<file path="src/shared/scd_defs.svh">
// Purpose: Offsets, field positions, reset values and widths for the serial DMA register block
// Assumes: 16-bit register words, byte addresses as printed
// Notes: Definitions only
`ifndef SCD_DEFS_SVH
`define SCD_DEFS_SVH

`define SCD_ADDR_W         16
`define SCD_DATA_W         16
`define SCD_OFS_W          13
`define SCD_EVT_W          13
`define SCD_OFF_TX_B_START 16'h440c
`define SCD_OFF_TX_B_END   16'h440e
`define SCD_OFF_RX_A_ERR   16'h441a
`define SCD_OFF_RX_B_ERR   16'h441c
`define SCD_OFF_TX_COUNT   16'h4414
`define SCD_OFF_PENDING    16'h460e
`define SCD_OFF_IRQ_MASK   16'h4626
`define SCD_ADDR_TOP       3'h3
`define SCD_RO_TOP         3'h0
`define SCD_OFS_ZERO       13'h0000
`define SCD_OFS_ONE        13'h0001
`define SCD_EVT_ZERO       13'h0000
`define SCD_DATA_ZERO      16'h0000

`define SCD_EV_TX_B_UNLD   12
`define SCD_EV_TX_A_UNLD   11
`define SCD_EV_RX_B_UNLD   10
`define SCD_EV_RX_A_UNLD   9
`define SCD_EV_NACK        8
`define SCD_EV_CMD_DONE    7
`define SCD_EV_TX_DONE     6
`define SCD_EV_RX_DONE     5
`define SCD_EV_TX_UNDER    4
`define SCD_EV_RX_OVER     3
`define SCD_EV_TX_IDLE     2
`define SCD_EV_TX_FREE     1
`define SCD_EV_RX_DATA     0

`endif

</file>
<file path="src/shared/scd_pkg.sv">
// Purpose: Types shared by the serial DMA register block
// Assumes: scd_defs.svh supplies widths
// Notes: Types only
`include "scd_defs.svh"
package scd_pkg;
	typedef logic [`SCD_OFS_W-1:0] scd_ofs_t;
	typedef logic [`SCD_EVT_W-1:0] scd_evt_t;
	typedef enum logic [1:0] {SCD_ARMED, SCD_HELD} scd_cap_st_t;
	typedef struct packed {
		scd_cap_st_t st;
		scd_ofs_t    ofs;
	} scd_cap_state_t;
	typedef struct packed {
		scd_ofs_t cnt;
	} scd_cnt_state_t;
	typedef struct packed {
		scd_ofs_t tx_b_start;
		scd_ofs_t tx_b_end;
		scd_evt_t mask;
		scd_evt_t pend;
		logic [`SCD_DATA_W-1:0] rdata;
		logic                   irq;
	} scd_top_state_t;
endpackage

</file>
<file path="src/shared/scd_cap_if.sv">
// Purpose: Carrier between the top and one first-error capture unit
// Assumes: Single clock domain
// Notes: Error offset is the receive position at the error byte
`timescale 1ns/10ps
interface scd_cap_if;
	logic             err;
	logic             rearm;
	scd_pkg::scd_ofs_t pos;
	scd_pkg::scd_ofs_t ofs;
	modport top (output err, output rearm, output pos, input ofs);
	modport cap (input err, input rearm, input pos, output ofs);
endinterface

</file>
<file path="src/core/scd_regs.sv">
// Purpose: Serial controller DMA buffer B addresses, first-error offsets, event mask
// Assumes: Plain register port; event strobes are one-cycle pulses on ref_clk
// Notes: Pending flags are sticky, cleared by writing one; set beats clear
// Notes on behaviour
// - Transmit B start: 13 writable bits, top 011
// - Transmit B end: 13 writable bits, top 011
// - Read-only first error offset, receive A
// - Read-only first error offset, receive B
// - No error reads offset zero
// - Keep first error, ignore later ones
// - Rearm on buffer reload or DMA reset
// - Mask bits 12..9: buffer unload enables
// - Mask bits 8..5: I2C event enables
// - Mask bit 4 underrun, bit 3 overrun
// - Mask bits 2..0 enables; 15..13 zero
// - Pending flags share enable bit positions
// - Transmit byte counter clears to zero at unload
//
// Local design decision: the strobed register port.
`timescale 1ns/10ps
`include "scd_defs.svh"
module scd_regs (
	// Clock and reset
	input  wire logic                   ref_clk,
	input  wire logic                   rst,
	// Register port
	input  wire logic [`SCD_ADDR_W-1:0] reg_addr,
	input  wire logic [`SCD_DATA_W-1:0] reg_wdata,
	input  wire logic                   reg_wr,
	input  wire logic                   reg_rd,
	output logic      [`SCD_DATA_W-1:0] reg_rdata,
	// Receive DMA error capture
	input  wire logic                   rx_a_err,
	input  wire logic                   rx_b_err,
	input  wire logic [`SCD_OFS_W-1:0]  rx_a_pos,
	input  wire logic [`SCD_OFS_W-1:0]  rx_b_pos,
	input  wire logic                   rx_a_reload,
	input  wire logic                   rx_b_reload,
	input  wire logic                   rx_dma_reset,
	// Transmit DMA
	input  wire logic                   tx_byte_stb,
	input  wire logic                   tx_unload,
	// Events in mask bit order
	input  wire logic [`SCD_EVT_W-1:0]  event_stb,
	// Buffer B addresses to the DMA engine
	output logic      [`SCD_DATA_W-1:0] tx_b_start_addr,
	output logic      [`SCD_DATA_W-1:0] tx_b_end_addr,
	// Interrupt
	output logic                        irq
);
	scd_pkg::scd_top_state_t s_q;
	scd_pkg::scd_top_state_t s_d;
	scd_pkg::scd_ofs_t       tx_count;

	scd_cap_if cap_a ();
	scd_cap_if cap_b ();

	// Reload and DMA reset both clear the captured offset
	assign cap_a.err   = rx_a_err;
	assign cap_a.pos   = rx_a_pos;
	assign cap_a.rearm = rx_a_reload | rx_dma_reset;
	assign cap_b.err   = rx_b_err;
	assign cap_b.pos   = rx_b_pos;
	assign cap_b.rearm = rx_b_reload | rx_dma_reset;

	scd_err_capture u_cap_a (
		.ref_clk (ref_clk),
		.rst     (rst),
		.cap     (cap_a.cap)
	);

	scd_err_capture u_cap_b (
		.ref_clk (ref_clk),
		.rst     (rst),
		.cap     (cap_b.cap)
	);

	scd_tx_counter u_tx_cnt (
		.ref_clk  (ref_clk),
		.rst      (rst),
		.byte_stb (tx_byte_stb),
		.unload   (tx_unload),
		.count    (tx_count)
	);

	function automatic logic [`SCD_DATA_W-1:0] addr_word(input scd_pkg::scd_ofs_t a);
		addr_word = {`SCD_ADDR_TOP, a};
	endfunction

	function automatic logic [`SCD_DATA_W-1:0] zext(input scd_pkg::scd_ofs_t v);
		zext = {`SCD_RO_TOP, v};
	endfunction

	always_comb begin
		s_d       = s_q;
		s_d.rdata = `SCD_DATA_ZERO;
		if (reg_wr) begin
			case (reg_addr)
				`SCD_OFF_TX_B_START: s_d.tx_b_start = reg_wdata[`SCD_OFS_W-1:0];
				`SCD_OFF_TX_B_END:   s_d.tx_b_end   = reg_wdata[`SCD_OFS_W-1:0];
				// Enables in bits 12..0, bits above are dropped
				`SCD_OFF_IRQ_MASK:   s_d.mask = reg_wdata[`SCD_EVT_W-1:0];
				`SCD_OFF_PENDING:    s_d.pend = s_q.pend & ~reg_wdata[`SCD_EVT_W-1:0];
				default: ;
			endcase
		end
		// Set after clear so an event in the clear cycle is kept
		s_d.pend = s_d.pend | event_stb;
		if (reg_rd) begin
			case (reg_addr)
				`SCD_OFF_TX_B_START: s_d.rdata = addr_word(s_q.tx_b_start);
				`SCD_OFF_TX_B_END:   s_d.rdata = addr_word(s_q.tx_b_end);
				`SCD_OFF_RX_A_ERR:   s_d.rdata = zext(cap_a.ofs);
				`SCD_OFF_RX_B_ERR:   s_d.rdata = zext(cap_b.ofs);
				`SCD_OFF_TX_COUNT:   s_d.rdata = zext(tx_count);
				`SCD_OFF_IRQ_MASK:   s_d.rdata = zext(s_q.mask);
				`SCD_OFF_PENDING:    s_d.rdata = zext(s_q.pend);
				default:             s_d.rdata = `SCD_DATA_ZERO;
			endcase
		end
		// Registered from the next flags, so irq changes in the same cycle as the pending flag
		s_d.irq = |(s_d.pend & s_d.mask);
	end

	always_ff @(posedge ref_clk or posedge rst) begin
		if (rst) begin
			s_q.tx_b_start <= `SCD_OFS_ZERO;
			s_q.tx_b_end   <= `SCD_OFS_ZERO;
			s_q.mask       <= `SCD_EVT_ZERO;
			s_q.pend       <= `SCD_EVT_ZERO;
			s_q.rdata      <= `SCD_DATA_ZERO;
			s_q.irq        <= 1'b0;
		end else begin
			s_q <= s_d;
		end
	end

	// Top bits are fixed wiring; the low bits come straight from the state register
	assign reg_rdata       = s_q.rdata;
	assign irq             = s_q.irq;
	assign tx_b_start_addr = addr_word(s_q.tx_b_start);
	assign tx_b_end_addr   = addr_word(s_q.tx_b_end);
endmodule

</file>
<file path="src/core/scd_err_capture.sv">
// Purpose: Holds the offset of the first receive error in one buffer
// Assumes: Error, rearm and position come from same-clock logic
// Notes: Rearm wins over an error in the same cycle
`timescale 1ns/10ps
`include "scd_defs.svh"
module scd_err_capture (
	// Clock and reset
	input wire logic ref_clk,
	input wire logic rst,
	// Capture link
	scd_cap_if.cap   cap
);
	scd_pkg::scd_cap_state_t s_q;
	scd_pkg::scd_cap_state_t s_d;

	always_comb begin
		s_d = s_q;
		case (s_q.st)
			scd_pkg::SCD_ARMED: begin
				if (cap.err && !cap.rearm) begin
					s_d.ofs = cap.pos;
					s_d.st  = scd_pkg::SCD_HELD;
				end
			end
			scd_pkg::SCD_HELD: begin
				// Later errors are ignored here
			end
			default: s_d.st = scd_pkg::SCD_ARMED;
		endcase
		if (cap.rearm) begin
			// Reload or DMA reset clears and arms
			s_d.st  = scd_pkg::SCD_ARMED;
			s_d.ofs = `SCD_OFS_ZERO;
		end
	end

	always_ff @(posedge ref_clk or posedge rst) begin
		if (rst) begin
			s_q.st  <= scd_pkg::SCD_ARMED;
			s_q.ofs <= `SCD_OFS_ZERO;
		end else begin
			s_q <= s_d;
		end
	end

	assign cap.ofs = s_q.ofs;
endmodule

</file>
<file path="src/core/scd_tx_counter.sv">
// Purpose: Byte counter into the active transmit buffer
// Assumes: Byte and unload strobes come from the DMA engine, same clock
// Notes: Unload beats a byte strobe in the same cycle
`timescale 1ns/10ps
`include "scd_defs.svh"
module scd_tx_counter (
	// Clock and reset
	input  wire logic              ref_clk,
	input  wire logic              rst,
	// DMA strobes
	input  wire logic              byte_stb,
	input  wire logic              unload,
	// Count
	output scd_pkg::scd_ofs_t      count
);
	scd_pkg::scd_cnt_state_t s_q;
	scd_pkg::scd_cnt_state_t s_d;

	always_comb begin
		s_d = s_q;
		if (unload) begin
			s_d.cnt = `SCD_OFS_ZERO;
		end else if (byte_stb) begin
			s_d.cnt = s_q.cnt + `SCD_OFS_ONE;
		end
	end

	always_ff @(posedge ref_clk or posedge rst) begin
		if (rst) begin
			s_q.cnt <= `SCD_OFS_ZERO;
		end else begin
			s_q <= s_d;
		end
	end

	assign count = s_q.cnt;
endmodule

</file>
<file path="config.mk">
export PLATFORM = sky130hd
export DESIGN_NAME = scd_regs
export DESIGN_NICKNAME = d
export VERILOG_FILES = /design/src/shared/scd_pkg.sv /design/src/shared/scd_cap_if.sv /design/src/core/scd_regs.sv /design/src/core/scd_err_capture.sv /design/src/core/scd_tx_counter.sv
export VERILOG_INCLUDE_DIRS = /design/src /design/src/shared
export SDC_FILE = /design/constraint.sdc
export NUM_CORES = 1
export LEC_CHECK = 0
export BUFFER_PORTS_ARGS = -buffer_cell sky130_fd_sc_hd__buf_2
export CAP_MARGIN = 20
export CORE_MARGIN = 2
export CORE_UTILIZATION = 40
export CTS_CLUSTER_SIZE = 25
export DETAILED_ROUTE_END_ITERATION = 10
export GPL_TIMING_DRIVEN = 0
export SYNTH_ARGS = -nofsm -noshare
export SYNTH_HDL_FRONTEND = slang
export SYNTH_HIERARCHICAL = 1
export SYNTH_SLANG_ARGS = --single-unit
</file>
<file path="constraint.sdc">
create_clock -name ref_clk -period 2.8 [get_ports ref_clk]
set_input_delay 0.28 -clock ref_clk [delete_from_list [all_inputs] [get_ports ref_clk]]
set_output_delay 0.28 -clock ref_clk [all_outputs]
set_load 0.05 [all_outputs]
</file>
# Yosys cells after proc, flatten, opt, wreduce, memory -nomap -nowiden

Index checks and enable logic that the tools add are counted.

Register bits after elaboration: 112
Latch bits: 0
Bits in writable memories: 0
Memory bits (read-only): 0
Logic and storage cells: 64
Memories: 0

$add $sub $neg: 1
Multiply operators: 0
Divide/modulo/power cells: 0
Order comparisons: 0
Eq/ne operators: 13
Shift operators: 0
Multiplexer cells: 15
Bitwise logic cells: 6
Reductions and logical operators: 18

Operators by type and width:

| operator                                              | number |
|---|---|
| equality test 16 x 15 -> 1 bit, second input constant | 7 |
| one-hot mux 15 bit (7 select lines)                   | 1 |
| two-way mux 13 bit                                    | 6 |
| two-way mux 15 bit                                    | 5 |
| AND 13 bit                                            | 2 |
| two-way mux 26 bit                                    | 1 |
| adder 13 x 1 -> 13 bit, second input constant         | 1 |
| NOT 13 bit                                            | 1 |
| bitwise OR 13 bit                                     | 1 |
| OR reduction 13 bit                                   | 1 |
| AND reduction 2 bit                                   | 6 |
| nonzero test 2 bit                                    | 5 |
| one-hot mux 2 bit (2 select lines)                    | 2 |
| inequality test 3 x 1 -> 1 bit, second input constant | 2 |
| equality test 2 x 1 -> 1 bit, second input constant   | 2 |
| logical NOT 2 bit                                     | 2 |
| inequality test 2 x 1 -> 1 bit, second input constant | 2 |
| logical AND 1 bit                                     | 2 |
| logical NOT 1 bit                                     | 2 |
| bitwise OR 1 bit                                      | 2 |

# Depth between registers and ports, before layout

Gate-level depths: netlist of the first run.

Depth after elaboration: 7
Gate-level depth with buffers: 8

# Modules after synthesis

The synthesis of the first run kept the hierarchy.

By module, submodules not included:

| module          | times used | cells an instance | area an instance (µm²) | sequential area each (µm²) |
|---|---|---|---|---|
| scd_regs        | 1          | 311               | 3,589.7                | 1,676.6 |
| scd_err_capture | 2          | 75                | 833.3                  | 350.3 |
| scd_tx_counter  | 1          | 67                | 664.4                  | 325.3 |

# Worst setup path after synthesis of the first run

Ideal clock, no wire load.

Kind: input port to flip-flop
Start point: input port reg_addr[13]
End point: register, netlist name irq
Setup time: 140 ps
Arrival: 2,472 ps
Data required time: 2,660 ps
Path slack: 188 ps
Stages on the path: 7
Path buffers: 1
Path through: or4b_4 > or3_1 > buf_2 > nor2_1 > mux2_2 > a2111oi_2 > nand4_1

RTL lines:

| item        | RTL line       | source |
|---|---|---|
| from (decl) | scd_regs.sv:27 | `` input wire logic [`SCD_ADDR_W-1:0] reg_addr, `` |

==> metrics.cfg, run 1 <==
[power_and_ir_drop]
power_frac_seq_pct=49.1
ir_drop_uv=317
p_int_mw=2.51
netSwitchingPower_uw=730
power_frac_comb_pct=8.5
total_power_mw=3.24
clock_power_share_pct=42.4
swShare_pct=22.5
p_leak_nw=3.39
power_density_nw_per_um2=458

[timing]
fmax_ghz=0.378
fin_ws_ps=158
slew_headroom_pct=26.4
worst-slew-pin-transition_ps=1100
final.setup.tns_ps=0
grt_setup_unrepaired=false
fin_crit_sh_pct=94.4
setup-violations-final=0
fin_skew_ps=5.81
finalHoldViolations=0
layout_min_cycle_time_ps=2640
slew_viol_final=0

[placed_design]
place_congestion=0.844
port-buffer-count=117
dp.cells=834
placed_area_sq_um=6760
dp_hpwl_mm=12.1
dp_slack_ps=-228

[floorplanning]
num_rows=44
initial_core_util_pct=40.9
die-width_um=126
num_io_pins=131
coreArea_sq_um=14500
die_h_um=126
dieArea_sq_um=15800

[global_routing]
grt_pass1_vias=4743
grt-ovfl-total=0
grt_pass1_wl_mm=25.4
grt_max_degree=68
grt.total_usage_pct=20.5
antenna_found_initial=0

[cts]
cts_resized=0
cts.sinks=108
worstSkewPairLatency_ps=350
numCtsBuffers=9
clkSlewWorstSetupHoldPaths_ps=70
post-cts-setup-buffer-count=0
cts_buffer_depth=2
root_buffer=clkbuf_16
cts_tree=yes
hold_buffers=0
htreeDepth=3

[logic_synthesis]
ys_seq_elements=108
synth_top_family_by_area=simple AND/OR/NAND/NOR gates
syn_avg_cell_area_sq_um=11.2
synth_edf_count=0
synth_mux_area_share_pct=9.11
synth_compound_area_share_pct=14.7
synth_xor_area_share_pct=0.592
synth_seq_area_share_pct=45.6
netlist_area_sq_um=5920
yosys_warnings=6
synth.distinct_cells=53
synthesis.instances=528
synthAdderAreaFrac_pct=0.211
synth-simple-area-share_pct=17.1
synthArstFlopShare_pct=100
synthFlopType=dfrtp_1

[layout]
nFillCells=1341
drive_gt1_share_pct=45.4
nNetsFinal=744
seq_area_sq_um=2700
antenna_cells=0
area_growth_pct=19.6
multiInputGateArea_sq_um=2500
design_area_sq_um=7080
layoutNonFillerInstCount=847

[routing]
drt_iter0_markers=395
via_per_inst=5.50
drc_errors=0
drt-total-wl_mm=15.9
antenna_left=0
vias=4656
wl_per_cell_um=18.8
first_pass_iters=5

[min_path]
hp-class=input pin to asynchronous set/reset pin

[setup_path]
worst-path-max-fanout=10
ff2ff_setup_slack_ps=940
cp_data_required_time_ps=3040
start_kind=input pin
path_class=input pin to register
end_kind=register
crit_arrival_ps=2880

[flow_run]
drv_cap=0

[status]
status=finished clean

## worst paths after layout
| path | startpoint | end | cells past startpoint |
|---|---|---|---|
| min in group ref_clk | event_stb[10] | s_q[27]$_DFF_PP0_ | 3 |
| max reg2reg | u_tx_cnt/count[0]$_DFFE_PP0P_ | u_tx_cnt/count[12]$_DFFE_PP0P_ | 4 |
| max | reg_addr[3] | reg_rdata[3]$_DFF_PP0_ | 7 |
| min | rst | u_tx_cnt/count[9]$_DFFE_PP0P_ | 2 |
| min reg2reg | s_q[28]$_DFF_PP0_ | s_q[28]$_DFF_PP0_ | 1 |
| max in group asynchronous | rst | reg_rdata[13]$_DFF_PP0_ | 2 |
## through the flow
stage,utilization [%],hold WS (ps)
after global routing,48.9,37.6
final,48.9,11.0
after detailed placement,46.7,404
after floorplan,-,157
after global placement,46.7,373
after CTS,48.8,25.4
## cell type report
type	instances	area share [%]
well taps	184	3.25
inverters	7	0.406
plain buffers	105	10.1
multi-input cells	313	35.4
clock inverters	2	0.848
clock buffers	11	3.57
repair buffers	117	8.27
flip-flops and latches	108	38.2
## power by group through the flow
stage          clock (mW)  sequential (mW)  combinational (mW)
6_report             1.38             1.59               0.275
5_1_grt              1.45             1.59               0.304
4_1_cts              1.40             1.59               0.279
3_5_place_dp            0             1.62               0.278
3_3_place_gp            0             1.62               0.270
2_1_floorplan           0             1.62               0.167
## layer usage
layer  global-route usage (%)  routed length [um]  share of wire [%]  vias to the layer above
met5                        0                   0                  0                        -
met4                     6.54                 310                1.9                        0
met3                     4.89                 873                5.5                       19
met2                     32.6                7630                 48                      145
met1                     27.9                7120                 45                     2321
li1                         -                   -                  -                     2171
## cells in the final DEF (no fill, tap or decap), types with 4 or more instances in the layout
cell | Yosys | routed
nand2_1 | 15 | 15
o21ai_2 | 20 | 20
clkbuf_16 | 0 | 9
nor2_1 | 12 | 11
nand4_1 | 19 | 19
a222oi_1 | 26 | 26
conb_1 | 2 | 7
dfrtp_1 | 108 | 108
buf_4 | 74 | 74
or4_1 | 4 | 4
nand3_1 | 4 | 4
buf_6 | 4 | 4
clkbuf_1 | 15 | 14
a21oi_1 | 19 | 19
o32a_1 | 6 | 6
a21o_1 | 6 | 6
o31ai_1 | 5 | 5
or3_1 | 4 | 4
o21ai_0 | 9 | 9
nor3_1 | 4 | 4
buf_2 | 11 | 128
inv_1 | 7 | 6
mux2_2 | 47 | 47
o21ai_1 | 6 | 6
nand2b_1 | 32 | 32
nand4bb_1 | 27 | 27
## worst max-delay path, cell delays in order
cell and delay (ps):
clkbuf_1 180, nand4bb_1 250, nor3_1 850, and2_0 360, clkbuf_1 480, a222oi_1 180, a21oi_1 290
## flip-flops by register name, summed over array words and instances (netlist names)
register	cells
tx_b_start_addr	13
reg_rdata	14
irq	1
tx_b_end_addr	13
u_cap_a/s_q	1
u_cap_b/cap.ofs	13
u_cap_b/s_q	1
s_q	26
u_tx_cnt/count	13
u_cap_a/cap.ofs	13
## cell usage after synthesis, drive strengths merged, types with 2 or more instances
| cell type | instances | share of area (%) |
|---|---|---|
| a2111oi | 2 | 0.51 |
| a21boi | 6 | 0.76 |
| a21o | 6 | 0.76 |
| a21oi | 19 | 1.6 |
| a222oi | 26 | 4.4 |
| a22oi | 2 | 0.25 |
| and2 | 2 | 0.21 |
| buf | 90 | 11 |
| clkbuf | 15 | 0.95 |
| conb | 2 | 0.13 |
| dfrtp | 108 | 46 |
| inv | 7 | 0.44 |
| mux2 | 47 | 8.9 |
| nand2 | 15 | 0.95 |
| nand2b | 32 | 3.4 |
| nand3 | 4 | 0.34 |
| nand4 | 19 | 2.0 |
| nand4bb | 27 | 5.1 |
| nor2 | 12 | 0.76 |
| nor2b | 5 | 0.78 |
| nor3 | 5 | 0.51 |
| nor3b | 2 | 0.34 |
| nor4 | 2 | 0.21 |
| o21ai | 35 | 4.2 |
| o31ai | 5 | 0.63 |
| o32a | 6 | 1.0 |
| or2 | 2 | 0.21 |
| or3 | 4 | 0.42 |
| or4 | 4 | 0.51 |
| or4b | 2 | 0.40 |
| xor2 | 3 | 0.44 |
## cell families (layout without fill, tap and decap cells)
family,count (synthesis),after routing
AO/OA/AOI/OAI,110,110
XOR/XNOR,4,4
adder cells (fa/ha/maj),1,1
buffers and inverters,112,242
flip-flops,108,108
multiplexers,48,48
other,2,7
AND/OR/NAND/NOR,143,143
No activity file was read; power rests on OpenSTA's default activity.
==> inputs of run 2 (changes only) <==
--- a/config.mk
+++ b/config.mk
@@ -13,7 +13,7 @@
 export CTS_CLUSTER_SIZE = 25
 export DETAILED_ROUTE_END_ITERATION = 10
 export GPL_TIMING_DRIVEN = 0
+export RECOVER_POWER = 25
 export SYNTH_ARGS = -nofsm -noshare
 export SYNTH_HDL_FRONTEND = slang
-export SYNTH_HIERARCHICAL = 1
 export SYNTH_SLANG_ARGS = --single-unit
==> run 2 against run 1 <==
  * The run now ends with capacitance limit, slew limit left
  * Worst setup slack improved by 230 ps
  * Core utilization increased by 1.5 points
  * Sequential cell count unchanged
  * First-iteration DRC count decreased by 43%
  * Clock skew increased by 2.5 ps
  * Clock power about the same
  * Global-route usage decreased by 1.1 points
  * Sequential power about the same
  * Critical path depth increased by 1
  * Die area decreased by 12%
  * Sequential share of layout area increased by 4.1 points
  * Total power decreased by 2.3%
  * Critical path type unchanged
  * Critical endpoint is now irq$_DFF_PP0_
  * Largest cell class unchanged
==> metrics.cfg, run 2 <==
[status]
status=finished with violations
failed_checks=capacitance limit, slew limit

[logic_synthesis]
synth_area_leaders=dfrtp_1 (52%), mux2_2 (7.8%), buf_4 (6.9%)
synth_mux_area_share_pct=7.97  ; -1.1 points
synth_compound_area_share_pct=16.8  ; +2.1 points
synthesis.instances=447  ; -15%
synth_edf_count=0  ; unchanged
synthArstFlopShare_pct=100  ; unchanged
synth_top_area_share_pct=51.9  ; +6.2 points
synthAdderAreaFrac_pct=0.240  ; +0.029 points
netlist_area_sq_um=5210  ; -12%
synth_most_common_cell=dfrtp_1
synth_xor_area_share_pct=1.85  ; +1.3 points
synth_common_cells=dfrtp_1 (108), buf_4 (48), a22o_1 (39)
yosysTopAreaCell=dfrtp_1
yosys_warnings=0  ; -6
synth.distinct_cells=51  ; -3.8%
synth_top_family_by_area=compound AO/OA/AOI/OAI gates
synth-simple-area-share_pct=12.0  ; -5.1 points
ys_seq_elements=108  ; unchanged
synthFlopType=dfrtp_1
syn_avg_cell_area_sq_um=11.7  ; +4.0%
synth_seq_area_share_pct=51.9  ; +6.2 points

[power_and_ir_drop]
total_power_mw=3.17  ; -2.3%
p_int_mw=2.44  ; -2.8%
power_frac_seq_pct=50.1  ; +1.0 points
p_leak_nw=3.15  ; -7.2%
ir_drop_uv=255  ; -19%
power_frac_comb_pct=6.3  ; -2.2 points
clock_power_share_pct=43.6  ; +1.2 points
power_density_nw_per_um2=496  ; +8.3%
netSwitchingPower_uw=726  ; -0.60%
swShare_pct=22.9  ; +0.39 points

[setup_path]
crit_arrival_ps=2630  ; -250 ps
cp_cell_sequence=buf_2 > nor4b_4 > nand4_2 > nor2_4 > mux2_2 > a2111oi_2 > and4_1 > nand4_1
r2r_start=u_cap_a.s_q[13]$_DFFE_PP0P_
start_kind=input pin
crit_slowest_cell=a2111oi_2
ff2ff_path_depth=4  ; unchanged
crit_path_end=irq$_DFF_PP0_
path_class=input pin to register
cp_data_required_time_ps=3020  ; -20 ps
r2r-end=u_cap_a.cap.ofs[2]$_DFFE_PP0P_
crit_start=reg_addr[0]
ff2ff_setup_slack_ps=1100  ; +160 ps
end_kind=register
worst-path-max-fanout=10  ; unchanged
cpPeakStageDelay_ps=440  ; -410 ps

[cts]
hold_buffers=0  ; unchanged
htreeDepth=3  ; unchanged
worstSkewPairLatency_ps=350  ; about the same
cts_resized=0  ; unchanged
cts_tree=yes
numCtsBuffers=9  ; unchanged
cts.sinks=108  ; unchanged
post-cts-setup-buffer-count=0  ; unchanged
clkSlewWorstSetupHoldPaths_ps=70  ; about the same
root_buffer=clkbuf_16
cts_buffer_depth=2  ; unchanged

[global_routing]
grt-ovfl-total=0  ; unchanged
antenna_found_initial=0  ; unchanged
grt.total_usage_pct=19.4  ; -1.1 points
grt_pass1_wl_mm=21.2  ; -16%
grt_pass1_vias=4060  ; -14%
grt_max_degree=40  ; -41%

[floorplanning]
die-width_um=118  ; -6.0%
initial_core_util_pct=41.1  ; +0.24 points
coreArea_sq_um=12700  ; -12%
num_rows=41  ; -6.8%
die_h_um=118  ; -6.0%
dieArea_sq_um=14000  ; -12%
num_io_pins=131  ; unchanged

[timing]
setup-violations-final=0  ; unchanged
fmax_ghz=0.415  ; +9.5%
finalHoldViolations=0  ; unchanged
layout_min_cycle_time_ps=2410  ; -230 ps
slew_viol_final=36  ; +36
fin_crit_sh_pct=86.1  ; -8.2 points
slew_headroom_pct=-0.705  ; -27 points
fin_hold_ws_ps=120  ; +109 ps
fin_skew_ps=8.32  ; +2.51 ps
grt_setup_unrepaired=false
worst-slew-pin-transition_ps=1500  ; +407 ps

[layout]
layout_commonest_cell=buf_2
nNetsFinal=666  ; -10%
area_growth_pct=22.6
drive_gt1_share_pct=42.5  ; -2.9 points
antenna_cells=0  ; unchanged
regMostFlops=s_q
nFillCells=1204  ; -10%
largest_reg_flops=26  ; unchanged
mostFrequentLayoutCells=buf_2 (127), dfrtp_1 (108), buf_4 (48)

[routing]
drt-total-wl_mm=13.1  ; -18%
first_pass_iters=4  ; -1
via_per_inst=5.13  ; -6.6%
drc_errors=0  ; unchanged
antenna_left=0  ; unchanged
wl_per_cell_um=17.2  ; -8.5%
drt_iter0_markers=227  ; -43%
vias=3902  ; -16%

[placed_design]
port-buffer-count=118  ; +0.85%
place_congestion=0.831  ; -1.5%
dp_hpwl_mm=10.3  ; -15%

[flow_run]
drv_cap=1  ; +1

[min_path]
hp-class=input pin to register

-- run 2: kinds of logic (layout without fill, tap and decap cells) --
logic type               Yosys count  after routing
AO/OA/AOI/OAI                    109            109
XOR/XNOR                          11             11
adder cells (fa/ha/maj)            1              1
buffers and inverters             72            208
flip-flops                       108            108
multiplexers                      37             37
other                              2              7
AND/OR/NAND/NOR                  107            107
-- run 2: final cells by class --
class                   count  area, sq um  area share, %
clock buffers               9          225           3.53
multi-input cells         272         2050           32.1
inverters                   3         12.5          0.196
flip-flops and latches    108         2700           42.3
repair buffers            120          616           9.64
plain buffers              69          465           7.29
clock inverters             7          100           1.57
well taps                 172          215           3.37
-- run 2: power by group through the flow --
stage	logic, mW	registers (mW)	clock network [mW]
global route	0.220	1.59	1.46
finish	0.199	1.59	1.38
CTS	0.205	1.59	1.40
detailed placement	0.205	1.62	0
floorplan	0.0988	1.61	0
global placement	0.194	1.62	0
-- run 2: how the worst min path moves through the flow --
stage	start	to	slack [ps]	cells after the start
2_1_floorplan	tx_unload	u_tx_cnt.count[6]$_DFFE_PP0P_	340	1
3_3_place_gp	rx_a_reload	u_cap_a.s_q[13]$_DFFE_PP0P_	470	2
3_5_place_dp	rst	u_cap_b.s_q[13]$_DFFE_PP0P_	450	2
4_1_cts	rst	reg_rdata[3]$_DFF_PP0_	70	2
5_1_grt	rx_b_reload	u_cap_b.s_q[13]$_DFFE_PP0P_	120	2
6_report	rx_b_reload	u_cap_b.s_q[13]$_DFFE_PP0P_	120	2
-- run 2: critical path, delay by kind of cell --
kind	cells	cell delay [ps]
muxes	1	400
buffers and inverters	1	110
AOI/OAI and AO/OA	1	440
and+or+nand+nor	5	1390
-- run 2: through the flow --
step | worst slack [ps] | std cells | instance area (sq um) | util, % | setup TNS [ps]
after detailed placement | -12.2 | 744 | 6080 | 48.0 | -12.2
after CTS | 354 | 760 | 6400 | 50.5 | 0
after global routing | 231 | 760 | 6390 | 50.4 | 0
final | 388 | 760 | 6390 | 50.4 | 0
after floorplan | 571 | 452 | 5230 | - | 0
after global placement | 31.4 | 742 | 6040 | 47.7 | 0
-- run 2: per-layer routing --
layer / part of all wire, % / global-route usage [%] / vias to the layer above / routed length [um]
li1: - / - / 1869 / -
met1: 45 / 25.4 / 1922 / 5880
met5: 0 / 0 / - / 0
met4: 1.2 / 5.80 / 0 / 151
met2: 50 / 33.0 / 99 / 6560
met3: 3.8 / 3.09 / 12 / 493
==> inputs of run 3 (changes only) <==
--- a/config.mk
+++ b/config.mk
@@ -6,6 +6,7 @@
 export SDC_FILE = /design/constraint.sdc
 export NUM_CORES = 1
 export LEC_CHECK = 0
+export ABC_AREA = 1
 export BUFFER_PORTS_ARGS = -buffer_cell sky130_fd_sc_hd__buf_2
 export CAP_MARGIN = 20
 export CORE_MARGIN = 2
==> run 3 against run 2 <==
  * The run still ends with capacitance limit, slew limit left
  * Via count grew 27%
  * Hold slack gained 8.2 ps
  * Final cell count grew 35%
  * Non-clock buffer count grew 1
  * Final area grew 7.4%
  * Register-to-register slack is essentially flat
  * Total power shrank 4.4%
  * Clock power shrank 12%
  * Critical path depth grew 1
  * Sequential power is essentially flat
==> metrics.cfg, run 3 <==
[routing]
first_pass_iters=4  ; unchanged
via_per_inst=4.84  ; -5.7%
drc_errors=0  ; unchanged
drt-total-wl_mm=15.8  ; +21%
antenna_left=0  ; unchanged
vias=4954  ; +27%
drt_iter0_markers=362  ; +59%
wl_per_cell_um=15.5  ; -10%

[layout]
area_growth_pct=20.4
mostFrequentLayoutCells=nand2_1 (162), buf_2 (126), dfrtp_1 (108)
largest_reg_flops=26  ; unchanged
layoutNonFillerInstCount=1023  ; +35%
nNetsFinal=921  ; +38%
antenna_cells=0  ; unchanged
layout_commonest_cell=nand2_1
design_area_sq_um=6860  ; +7.4%
drive_gt1_share_pct=29.5  ; -13 points
regMostFlops=s_q

[power_and_ir_drop]
power_density_nw_per_um2=441  ; -11%
total_power_mw=3.03  ; -4.4%
p_leak_nw=3.58  ; +14%
ir_drop_uv=292  ; +14%

[status]
failed_checks=capacitance limit, slew limit
status=finished with violations

[cts]
post-cts-setup-buffer-count=0  ; unchanged
cts_resized=0  ; unchanged
hold_buffers=0  ; unchanged
htreeDepth=3  ; unchanged
clkSlewWorstSetupHoldPaths_ps=70  ; about the same
cts_buffer_depth=2  ; unchanged
root_buffer=clkbuf_16
cts_tree=yes
numCtsBuffers=9  ; unchanged
worstSkewPairLatency_ps=360  ; about the same
cts.sinks=108  ; unchanged

[logic_synthesis]
synthFlopType=dfrtp_1
syn_avg_cell_area_sq_um=8.14  ; -30%
synth.distinct_cells=36  ; -29%
synth_seq_area_share_pct=47.4  ; -4.4 points
netlist_area_sq_um=5700  ; +9.3%
yosys_warnings=0  ; unchanged
yosysTopAreaCell=dfrtp_1
synth_area_leaders=dfrtp_1 (47%), nand2_1 (11%), buf_4 (6.6%)
ys_seq_elements=108  ; unchanged
synthArstFlopShare_pct=100  ; unchanged
synth_top_area_share_pct=47.4  ; -4.4 points
synth_edf_count=0  ; unchanged
synth_most_common_cell=nand2_1
synthesis.instances=700  ; +57%
synth_common_cells=nand2_1 (162), dfrtp_1 (108), inv_1 (83)

[min_path]
hold_depth=3  ; +1
hp-class=input pin to register

[setup_path]
crit_slowest_cell=dfrtp_1
start_kind=register
worst-path-max-fanout=5  ; -5
path_class=register to register
cp_cell_sequence=ha_1 > nand3_1 > nor2_1 > nand2_1 > nor2_1 > nand2_1 > nor2_1 > a21oi_1 > nor3_1
ff2ff_path_depth=9  ; +5
end_kind=register
crit_arrival_ps=1980  ; -650 ps
cp_data_required_time_ps=3070  ; +50 ps
crit_top_cell=nor2_1
cpPeakStageDelay_ps=400  ; -40 ps

[timing]
final.setup.tns_ps=0  ; unchanged
grt_setup_unrepaired=false
slew_headroom_pct=-15.7  ; -15 points
fin_crit_sh_pct=60.9  ; -25 points
setup-violations-final=0  ; unchanged
worst-slew-pin-transition_ps=1730  ; +224 ps
fin_skew_ps=7.82  ; -0.494 ps
finalHoldViolations=0  ; unchanged
layout_min_cycle_time_ps=1710  ; -707 ps
fmax_ghz=0.586  ; +41%
slew_viol_final=37  ; +2.8%

[global_routing]
grt.total_usage_pct=22.2  ; +2.8 points
grt_max_degree=41  ; +2.5%
grt_pass1_vias=4719  ; +16%
grt-ovfl-total=0  ; unchanged
antenna_found_initial=0  ; unchanged
grt_pass1_wl_mm=25.2  ; +19%

[floorplanning]
coreArea_sq_um=13900  ; +9.5%
num_io_pins=131  ; unchanged
die_h_um=123  ; +4.4%
die-width_um=123  ; +4.4%
dieArea_sq_um=15200  ; +9.0%
num_rows=43  ; +4.9%
initial_core_util_pct=41.0  ; -0.078 points

[placed_design]
dp_hpwl_mm=12.5  ; +21%
place_congestion=0.865  ; +4.1%
port-buffer-count=120  ; +1.7%
placed_area_sq_um=6590  ; +8.3%
dp.cells=1007  ; +35%

[flow_run]
drv_cap=1  ; unchanged

-- run 3: cell types whose count changed in the layout (fill, tap and decap cells not counted), sizes merged, moves of 36 or more --
cell,change
o21ai,+76
nand3,+42
a22o,-39
inv,+88
mux2,-36
nand2,+154
-- run 3: cell type report --
type                    instances  area (sq um)
clock inverters                 6          46.3
clock buffers                  10           229
fillers                      1438          7020
flip-flops and latches        108          2700
repair buffers                122           641
well taps                     180           225
inverters                      90           340
plain buffers                  68           488
multi-input cells             439          2190
-- run 3: power by group --
group	switching (mW)	internal, mW
logic	0.160	0.0779
registers	0.00830	1.57
clock network	0.595	0.612
total	0.763	2.26
-- run 3: metal layers --
layer  routed length [um]  global-route usage (%)  vias up
met5                    0                       0        -
met4                  274                    7.24        0
met3                  986                    3.09       18
met2                 7230                    33.6      165
met1                 7340                    32.7     2286
li1                     -                       -     2485
-- run 3: critical path, delay by kind of cell (launching register included) --
family	cells	cell delay [ps]
AOI/OAI and AO/OA	1	70
adders and majority gates	1	210
DFF	1	400
and+or+nand+nor	7	940
-- run 3: path summary, 6_finish.rpt --
| kind | start | slack [ps] | end |
|---|---|---|---|
| min in group asynchronous | rst | 340 | u_cap_a.cap.ofs[5]$_DFFE_PP0P_ |
| max | u_tx_cnt.count[1]$_DFFE_PP0P_ | 1090 | u_tx_cnt.count[12]$_DFFE_PP0P_ |
| max in group asynchronous | rst | 1360 | s_q[41]$_DFF_PP0_ |
| max reg2reg | u_tx_cnt.count[1]$_DFFE_PP0P_ | 1090 | u_tx_cnt.count[12]$_DFFE_PP0P_ |
| min reg2reg | s_q[19]$_DFF_PP0_ | 500 | s_q[19]$_DFF_PP0_ |
| min | event_stb[4] | 130 | s_q[21]$_DFF_PP0_ |
-- run 3: cells by family after synthesis --
logic type,share of synthesized area (%)
other cells,0.132
simple gates,25.6
compound gates,12.1
buf+inv,14.5
flops,47.4
fa+ha+maj,0.220
-- run 3: stage by stage --
| stage | hold WS [ps] | util, % | setup slack (ps) |
|---|---|---|---|
| 6_report | 128 | 49.4 | 1090 |
| 5_1_grt | 138 | 49.4 | 882 |
| 4_1_cts | 109 | 49.4 | 1100 |
| 3_5_place_dp | 481 | 47.4 | 864 |
| 3_3_place_gp | 474 | 47.2 | 471 |
| 2_1_floorplan | 350 | - | 1220 |
